<file path="config.mk">
export PLATFORM = sky130hd
export DESIGN_NAME = rtc_interrupt_enable_flags
export DESIGN_NICKNAME = d
export VERILOG_FILES = /design/src/rtl/rtc_irq_pkg.sv /design/src/rtl/evt_flag_bank.sv /design/src/rtl/rtc_interrupt_enable_flags.sv
export SDC_FILE = /design/constraint.sdc
export NUM_CORES = 1
export LEC_CHECK = 0
export BUFFER_PORTS_ARGS = -buffer_cell sky130_fd_sc_hd__buf_2
export CORE_AREA = 2 2 67 69
export DETAILED_ROUTE_END_ITERATION = 10
export DIE_AREA = 0 0 69 71
export PLACE_DENSITY_LB_ADDON = 0.15
export SETUP_SLACK_MARGIN = 0.3
export SLEW_MARGIN = 20
export SYNTH_ARGS = -nofsm -noshare
export SYNTH_HDL_FRONTEND = slang
export SYNTH_SLANG_ARGS = --single-unit
</file>
<file path="constraint.sdc">
create_clock -name ref_clk -period 1.58 [get_ports ref_clk]
set_input_delay 0.079 -clock ref_clk [delete_from_list [all_inputs] [get_ports ref_clk]]
set_output_delay 0.079 -clock ref_clk [all_outputs]
set_load 0.005 [all_outputs]
</file>
<file path="src/rtl/rtc_irq_pkg.sv">
// Constants and carrier types for the interrupt enable and flag block
package rtc_irq_pkg;

  // Bus geometry
  localparam int ADDR_W = 6;
  localparam int DATA_W = 32;
  localparam int BE_W = 4;
  localparam int REG_W = 8;
  localparam int SRC_N = 5;

  // Register indices, byte address is four times the index
  localparam logic [ADDR_W-1:0] IDX_ENABLE = 6'h01;
  localparam logic [ADDR_W-1:0] IDX_FLAGS = 6'h02;
  localparam logic [ADDR_W-1:0] IDX_STATUS = 6'h05;
  localparam logic [ADDR_W-1:0] IDX_MASK = 6'h06;
  localparam logic [ADDR_W-1:0] IDX_LEVEL = 6'h07;
  localparam logic [ADDR_W-1:0] IDX_PEND = 6'h08;
  localparam logic [ADDR_W-1:0] ADDR_ENABLE = {IDX_ENABLE[ADDR_W-3:0], 2'h0};
  localparam logic [ADDR_W-1:0] ADDR_FLAGS = {IDX_FLAGS[ADDR_W-3:0], 2'h0};
  localparam logic [ADDR_W-1:0] ADDR_STATUS = {IDX_STATUS[ADDR_W-3:0], 2'h0};
  localparam logic [ADDR_W-1:0] ADDR_MASK = {IDX_MASK[ADDR_W-3:0], 2'h0};
  localparam logic [ADDR_W-1:0] ADDR_LEVEL = {IDX_LEVEL[ADDR_W-3:0], 2'h0};
  localparam logic [ADDR_W-1:0] ADDR_PEND = {IDX_PEND[ADDR_W-3:0], 2'h0};

  // Field positions, shared by enable, flag, status and mask
  localparam int BIT_ALARM = 0;
  localparam int BIT_COUNTDOWN = 1;
  localparam int BIT_LOW_ONE = 2;
  localparam int BIT_LOW_TWO = 3;
  localparam int BIT_SELF_REC = 4;

  // Implemented bits, upper three read zero
  localparam logic [REG_W-1:0] IMPL_MASK = 8'h1f;

  // Reset values
  localparam logic [SRC_N-1:0] RST_ENABLE = 5'h00;
  localparam logic [SRC_N-1:0] RST_FLAGS = 5'h00;
  localparam logic [SRC_N-1:0] RST_STATUS = 5'h00;
  localparam logic [SRC_N-1:0] RST_MASK = 5'h00;
  localparam logic [DATA_W-1:0] RST_RDATA = 32'h0000_0000;

  // Per-source enables
  typedef struct packed {
    logic self_recovery_irq_enable;
    logic low_supply_two_irq_enable;
    logic low_supply_one_irq_enable;
    logic countdown_irq_enable;
    logic alarm_irq_enable;
  } irq_enable_t;

  // Per-source events and latched flags
  typedef struct packed {
    logic self_recovery_event;
    logic low_supply_two_event;
    logic low_supply_one_event;
    logic countdown_zero_event;
    logic alarm_match_event;
  } irq_event_t;

  // Avalon-MM request from the master
  typedef struct packed {
    logic [ADDR_W-1:0] address;
    logic read;
    logic write;
    logic [DATA_W-1:0] writedata;
    logic [BE_W-1:0] byteenable;
  } avmm_req_t;

  // Avalon-MM answer to the master
  typedef struct packed {
    logic [DATA_W-1:0] readdata;
    logic waitrequest;
  } avmm_rsp_t;

  // Slave handshake states
  typedef enum logic [0:0] {
    BUS_IDLE = 1'b0,
    BUS_ANSWER = 1'b1
  } bus_state_t;

endpackage
</file>
<file path="src/rtl/evt_flag_bank.sv">
// Bank of sticky event bits where a set beats a simultaneous clear
`timescale 1ns/1ps
module evt_flag_bank
  import rtc_irq_pkg::*;
#(
  parameter int W = SRC_N,
  parameter logic [W-1:0] RST_VAL = '0
) (
  input wire logic ref_clk,
  input wire logic rst,
  input wire logic ce,
  input wire logic [W-1:0] set,
  input wire logic [W-1:0] clear,
  output logic [W-1:0] flags
);

  genvar i;
  generate
    for (i = 0; i < W; i++) begin : g_bit
      logic bit_r;
      logic bit_nxt;
      // Set wins over clear
      assign bit_nxt = set[i] | (bit_r & ~clear[i]);
      always_ff @(posedge ref_clk) begin
        if (rst) begin
          bit_r <= RST_VAL[i];
        end else if (ce) begin
          bit_r <= bit_nxt;
        end
      end
      assign flags[i] = bit_r;
    end
  endgenerate

endmodule // evt_flag_bank

</file>
<file path="src/rtl/rtc_interrupt_enable_flags.sv">
// Interrupt enable and flag registers with Avalon-MM access and interrupt outputs
//
// Contract
// - Enable bit 4 at index 01h gates the self-recovery interrupt.
// - Enable bit 3 gates low supply two, bit 2 low supply one.
// - Enable bit 1 gates the countdown timer interrupt.
// - Enable bit 0 gates the alarm interrupt.
// - Flag bit 3 at index 02h sets on low supply two, else zero.
// - Flag bit 1 sets when the countdown timer reaches zero.
// - Flag bit 0 sets on alarm match, else reads zero.
// - Bits 7 to 5 of enable and flag registers read zero.
`timescale 1ns/1ps
module rtc_interrupt_enable_flags
  import rtc_irq_pkg::*;
#(
  parameter int SRC_W = SRC_N
) (
  input wire logic ref_clk,
  input wire logic rst,
  input wire logic ce,
  input wire avmm_req_t avs_req,
  output avmm_rsp_t avs_rsp,
  input wire irq_event_t events,
  output logic int_n,
  output logic irq
);

  // Bus handshake state
  bus_state_t state_r;
  bus_state_t state_nxt;
  logic req_any;
  logic answer_now;
  logic take_write;
  logic lane0;

  // Registers
  irq_enable_t enable_r;
  irq_enable_t enable_nxt;
  logic [SRC_W-1:0] mask_r;
  logic [SRC_W-1:0] mask_nxt;
  logic [SRC_W-1:0] flags;
  logic [SRC_W-1:0] status;
  logic [SRC_W-1:0] event_vec;
  logic [SRC_W-1:0] event_prev_r;
  logic [SRC_W-1:0] event_rise;
  logic [SRC_W-1:0] pending;
  logic [SRC_W-1:0] wdata_lo;

  // Write decode
  logic hit_enable;
  logic hit_flags;
  logic hit_status;
  logic hit_mask;
  logic hit_level;
  logic hit_pend;
  logic wr_enable;
  logic wr_flags;
  logic wr_status;
  logic wr_mask;
  logic [SRC_W-1:0] flag_clear;
  logic [SRC_W-1:0] status_clear;

  // Read path
  logic [REG_W-1:0] rd_byte;
  logic [DATA_W-1:0] rd_word;

  // Output flops
  avmm_rsp_t rsp_r;
  avmm_rsp_t rsp_nxt;
  logic int_n_r;
  logic int_n_nxt;
  logic irq_r;
  logic irq_nxt;

  // Handshake decode
  assign req_any = avs_req.read | avs_req.write;
  assign answer_now = (state_r == BUS_ANSWER);
  assign lane0 = avs_req.byteenable[0];
  assign take_write = answer_now & avs_req.write & lane0;

  // Address decode
  assign hit_enable = (avs_req.address == ADDR_ENABLE);
  assign hit_flags = (avs_req.address == ADDR_FLAGS);
  assign hit_status = (avs_req.address == ADDR_STATUS);
  assign hit_mask = (avs_req.address == ADDR_MASK);
  assign hit_level = (avs_req.address == ADDR_LEVEL);
  assign hit_pend = (avs_req.address == ADDR_PEND);

  // Write strobes, unmapped writes are dropped
  assign wr_enable = take_write & hit_enable;
  assign wr_flags = take_write & hit_flags;
  assign wr_status = take_write & hit_status;
  assign wr_mask = take_write & hit_mask;
  assign wdata_lo = avs_req.writedata[SRC_W-1:0];

  // Event sources as a vector in flag order
  assign event_vec = events;
  assign event_rise = event_vec & ~event_prev_r;

  // Flag clear by writing zero, ones leave the bit alone
  assign flag_clear = wr_flags ? ~wdata_lo : '0;

  // Status clear by writing one
  assign status_clear = wr_status ? wdata_lo : '0;

  // Enabled flags
  assign pending = flags & enable_r;

  // Handshake state machine
  always_comb begin
    state_nxt = state_r;
    case (state_r)
      BUS_IDLE: begin
        if (req_any) begin
          state_nxt = BUS_ANSWER;
        end
      end
      BUS_ANSWER: begin
        state_nxt = BUS_IDLE;
      end
      default: begin
        state_nxt = BUS_IDLE;
      end
    endcase
  end

  always_ff @(posedge ref_clk) begin
    if (rst) begin
      state_r <= BUS_IDLE;
    end else if (ce) begin
      state_r <= state_nxt;
    end
  end

  // Enable register
  always_comb begin
    enable_nxt = enable_r;
    if (wr_enable) begin
      enable_nxt = irq_enable_t'(wdata_lo);
    end
  end

  always_ff @(posedge ref_clk) begin
    if (rst) begin
      enable_r <= irq_enable_t'(RST_ENABLE);
    end else if (ce) begin
      enable_r <= enable_nxt;
    end
  end

  // Mask register
  assign mask_nxt = wr_mask ? wdata_lo : mask_r;

  always_ff @(posedge ref_clk) begin
    if (rst) begin
      mask_r <= RST_MASK;
    end else if (ce) begin
      mask_r <= mask_nxt;
    end
  end

  // Previous event level for edge detection
  always_ff @(posedge ref_clk) begin
    if (rst) begin
      event_prev_r <= '0;
    end else if (ce) begin
      event_prev_r <= event_vec;
    end
  end

  // Latched flags, set by any event level
  evt_flag_bank #(
    .W(SRC_W),
    .RST_VAL(RST_FLAGS)
  ) u_flags (
    .ref_clk(ref_clk),
    .rst(rst),
    .ce(ce),
    .set(event_vec),
    .clear(flag_clear),
    .flags(flags)
  );

  // Sticky status, set on each new event
  evt_flag_bank #(
    .W(SRC_W),
    .RST_VAL(RST_STATUS)
  ) u_status (
    .ref_clk(ref_clk),
    .rst(rst),
    .ce(ce),
    .set(event_rise),
    .clear(status_clear),
    .flags(status)
  );

  // Read multiplexer, upper bits always zero
  always_comb begin
    rd_byte = '0;
    if (hit_enable) begin
      rd_byte = {{(REG_W-SRC_W){1'b0}}, enable_r} & IMPL_MASK;
    end else if (hit_flags) begin
      rd_byte = {{(REG_W-SRC_W){1'b0}}, flags} & IMPL_MASK;
    end else if (hit_status) begin
      rd_byte = {{(REG_W-SRC_W){1'b0}}, status};
    end else if (hit_mask) begin
      rd_byte = {{(REG_W-SRC_W){1'b0}}, mask_r};
    end else if (hit_level) begin
      rd_byte = {{(REG_W-SRC_W){1'b0}}, event_vec};
    end else if (hit_pend) begin
      rd_byte = {{(REG_W-SRC_W){1'b0}}, pending};
    end
  end

  assign rd_word = {{(DATA_W-REG_W){1'b0}}, rd_byte};

  // Answer: waitrequest drops for the accepting cycle, data held with it
  always_comb begin
    rsp_nxt = rsp_r;
    rsp_nxt.waitrequest = (state_nxt != BUS_ANSWER);
    if (state_r == BUS_IDLE && req_any && avs_req.read) begin
      rsp_nxt.readdata = rd_word;
    end
  end

  always_ff @(posedge ref_clk) begin
    if (rst) begin
      rsp_r.readdata <= RST_RDATA;
      rsp_r.waitrequest <= 1'b1;
    end else if (ce) begin
      rsp_r <= rsp_nxt;
    end
  end

  // Interrupt outputs
  assign int_n_nxt = ~(|pending);
  assign irq_nxt = |(status & mask_r);

  always_ff @(posedge ref_clk) begin
    if (rst) begin
      int_n_r <= 1'b1;
      irq_r <= 1'b0;
    end else if (ce) begin
      int_n_r <= int_n_nxt;
      irq_r <= irq_nxt;
    end
  end

  assign avs_rsp = rsp_r;
  assign int_n = int_n_r;
  assign irq = irq_r;

endmodule // rtc_interrupt_enable_flags

</file>
==> results by group <==
Global route
  • First-pass GRT wire length: 7541 microns
  • Total congestion overflow after global routing: 0
  • Met2 Resource Use GR: 32.05%
  • Busiest layer in global routing: met2
  • Number of antenna violations at the first check in global routing: 0
  • Met3 track demand over resource in global routing: 4.986%
  • Number of global-route vias before repair: 1506
  • Overall Global Routing Usage: 19.62%
  • Maximum number of pins on one net before global-route repair: 30
  • GR Layer Usage met1: 24.98%

Drt
  • Post-detailed-route DRC marker count: 0
  • Via Count: 1576
  • Starting DRT DRC Count: 110
  • Average detailed-routed wire length per instance: 14.74 microns
  • Final antenna-violating net count: 0
  • Wirelength, routed: 4510 microns
  • Ratio of routed vias to standard cells: 5.150
  • Detailed Routing Iterations Pass 1: 4

STA
  • Peak clock frequency supported by timing: 0.8236 GHz
  • Final Critical Period: 1214 ps
  • Final hold violations: 0
  • Final cycle utilization of the critical path: 76.85%
  • Setup repair after global routing missed its margin: true
  • Final sum of negative setup slack: 0 ps
  • Fin Clk Skew: 6.613 ps
  • Final-report setup violation count: 0
  • Final Slew Violations: 0

Die
  • Die Width: 69 microns
  • Die height: 71 microns
  • Die area: 0.004899 sq mm
  • Area of the core: 0.004204 sq mm
  • Boundary Pins: 87
  • Effective utilization at floorplan: 43.81%
  • Site Rows: 24

Setup path
  • Setup slack, reg-to-reg: 370 ps
  • Required time of the critical path: 1750 ps
  • Signal arrival time at the worst endpoint: 1380 ps
  • Critical path's largest stage delay: 350 ps
  • Maximum fanout along the worst path: 5
  • Critical-path cell list: and4_4, and3_4, mux2i_1, nor2_1
  • Type of element launching the critical path: flop
  • Family of cells with the greatest summed delay on the critical path: simple AND/OR/NAND/NOR gates
  • Worst setup EP type: flop
  • Buffers and inverters on the worst path: 0
  • Worst-path cell with the longest stage delay: dfxtp_2
  • Start-to-end type of the worst setup path: reg2reg

Synth
  • Cell type with the highest aggregate area in the netlist: dfxtp_1
  • Post-Synth Adder-Cell Area: 0%
  • Async set-or-reset flop fraction in the synthesized netlist: 0%
  • Mean post-synth cell area: 8.527 sq um
  • Ranking of synthesized cells by area: dfxtp_1, buf_4, mux2i_1
  • Most used standard cell by instance count after synthesis: dfxtp_1
  • Flip-flop and latch count after synthesis: 34
  • Portion of netlist area occupied by mux cells: 5.435%
  • Sequential cell area fraction in the yosys report: 36.96%
  • Gate Count Post-Synth: 216
  • Synth Area in Compound Gates: 21.54%
  • Most used flip-flop cell after synthesis: dfxtp_1
  • Synth warnings: 0
  • Distinct cell type count after synthesis: 36
  • Combinational family with the most area after synthesis: simple AND/OR/NAND/NOR gates
  • Synth cell count leaders: dfxtp_1, buf_4, a21oi_1
  • Number of flops mapped to enable cells by yosys: 0
  • Simple-Gate Fraction of Synth Area: 21.60%
  • Total standard cell area after synthesis: 0.001842 sq mm
  • Xor-xnor portion of the synthesized cell area: 0%
  • Synth top area share: 36.96%

Outcome
  • Result of the run: finished clean

Place
  • Cell Area, Placed: 0.001996 sq mm
  • HPWL Detailed: 3462 microns
  • Number of instances in the placed design: 298
  • Count of input and output buffers: 29
  • Placer Congestion: 0.8685

Layout
  • Number of diodes: 0
  • Area growth from synthesis to layout: 16.03%
  • Proportion of layout cells with a drive suffix above 1: 25.98%
  • Final standard cell count with taps included and fillers excluded: 306
  • Filler Cell Count: 443
  • Final instance area: 0.002137 sq mm
  • Final nets: 305
  • Post-route core utilization: 50.83%

Run
  • Max-cap violations: 0

Clock network
  • Cts bufs inserted: 5
  • Number of sinks driven by the clock tree: 34
  • Clock tree from TritonCTS: built
  • Clock latency of the later-clocked register in the worst-skew pair: 290 ps
  • Setup repair bufs after CTS: 0
  • Clock Root Buffer: clkbuf_8
  • Number of buffers on the longest clock path: 2
  • H-tree levels: 2
  • Clock-pin transition on the worst setup and hold timing paths: 70 ps

Pwr
  • Maximum vdd ir drop: 0.5016 mV
  • Lkg Pwr: 0.8392 nW
  • Cell Pwr Density: 836.7 mW/mm^2

Hold path
  • Min-Delay Path Class: in2reg
## registers in the layout (all words and copies together), names as in the netlist
| signal | flops |
|---|---|
| u_flags.g_bit.bit_r | 5 |
| irq | 1 |
| avs_rsp | 6 |
| enable_r | 5 |
| int_n | 1 |
| event_prev_r | 5 |
| u_status.g_bit.bit_r | 5 |
| mask_r | 5 |
| answer_now | 1 |
## per-stage QoR
| step | hold WS [ps] | setup slack (ps) | total power [mW] |
|---|---|---|---|
| finish | 104.9 | 365.8 | 1.788 |
| global route | 128.1 | 287.5 | 1.873 |
| CTS | 99.63 | 299.7 | 1.802 |
| detailed placement | 395.9 | 23.54 | 1.134 |
| global placement | 382.5 | 37.62 | 1.132 |
| floorplan | 226.2 | 299.9 | 1.084 |
## layout by cell type, fill, tap and decap left out, types with 2 or more instances in the layout
cell and instances:
buf_4 12, clkbuf_8 6, o21ai_1 11, nand2b_1 9, buf_2 29, o311ai_1 2, nor2b_1 3, o311ai_2 3
o2bb2ai_1 5, or2_2 5, a221oi_1 5, o22ai_1 5, a21o_1 5, dfxtp_1 33, mux2i_1 10, nand3_1 13
inv_1 5, and3_4 2, and2_1 5, a21oi_1 17, conb_1 27, nor2_1 12, nand2_1 11
## power breakdown
part           internal, mW  total [mW]  switching (mW)  leakage (nW)
Clock                 0.351       0.664           0.313        0.0482
Sequential            0.889       0.909          0.0196         0.278
Combinational        0.0861       0.215           0.129         0.513
## worst paths after layout
check                       start               to  cells after the start
setup / recovery       answer_now        mask_r[1]                      4
hold / removal        avs_req[36]       answer_now                      3
setup reg to reg       answer_now        mask_r[1]                      4
hold reg to reg   event_prev_r[4]  event_prev_r[4]                      2
## cell type report
cell class	instances	area [sq um]	area share [%]
clock buffer	7	86.33	4.040
multi-input combinational	166	1045	48.89
tap	52	65.06	3.044
clock inverter	1	5.005	0.2342
inverter	5	18.77	0.8782
sequential	34	681.9	31.91
timing repair buffer	41	235.2	11.01
## worst register-to-register path, delay by kind of cell, from the launching register on
family	cells	cell delay (ps)
muxes	1	210
and+or+nand+nor	3	540
DFF	1	350
## what timing repair did
| item | in CTS | in global routing |
|---|---|---|
| hold buffers | 0 | 0 |
| pin swaps | 0 | 4 |
| setup endpoints to repair | 11 | 25 |
| gates resized for setup | 5 | 8 |
## metal layers
layer,wire length (microns),part of all wire [%]
met5,0,0
met4,78,1.7
met3,203,4.5
met2,2110,47
met1,2117,47
## cell families after synthesis
logic type             Yosys count
buffers and inverters           42
DFF                             34
muxes                           10
other                            1
and+or+nand+nor                 69
AOI/OAI and AO/OA               60
(Power assumes the default switching activity.)
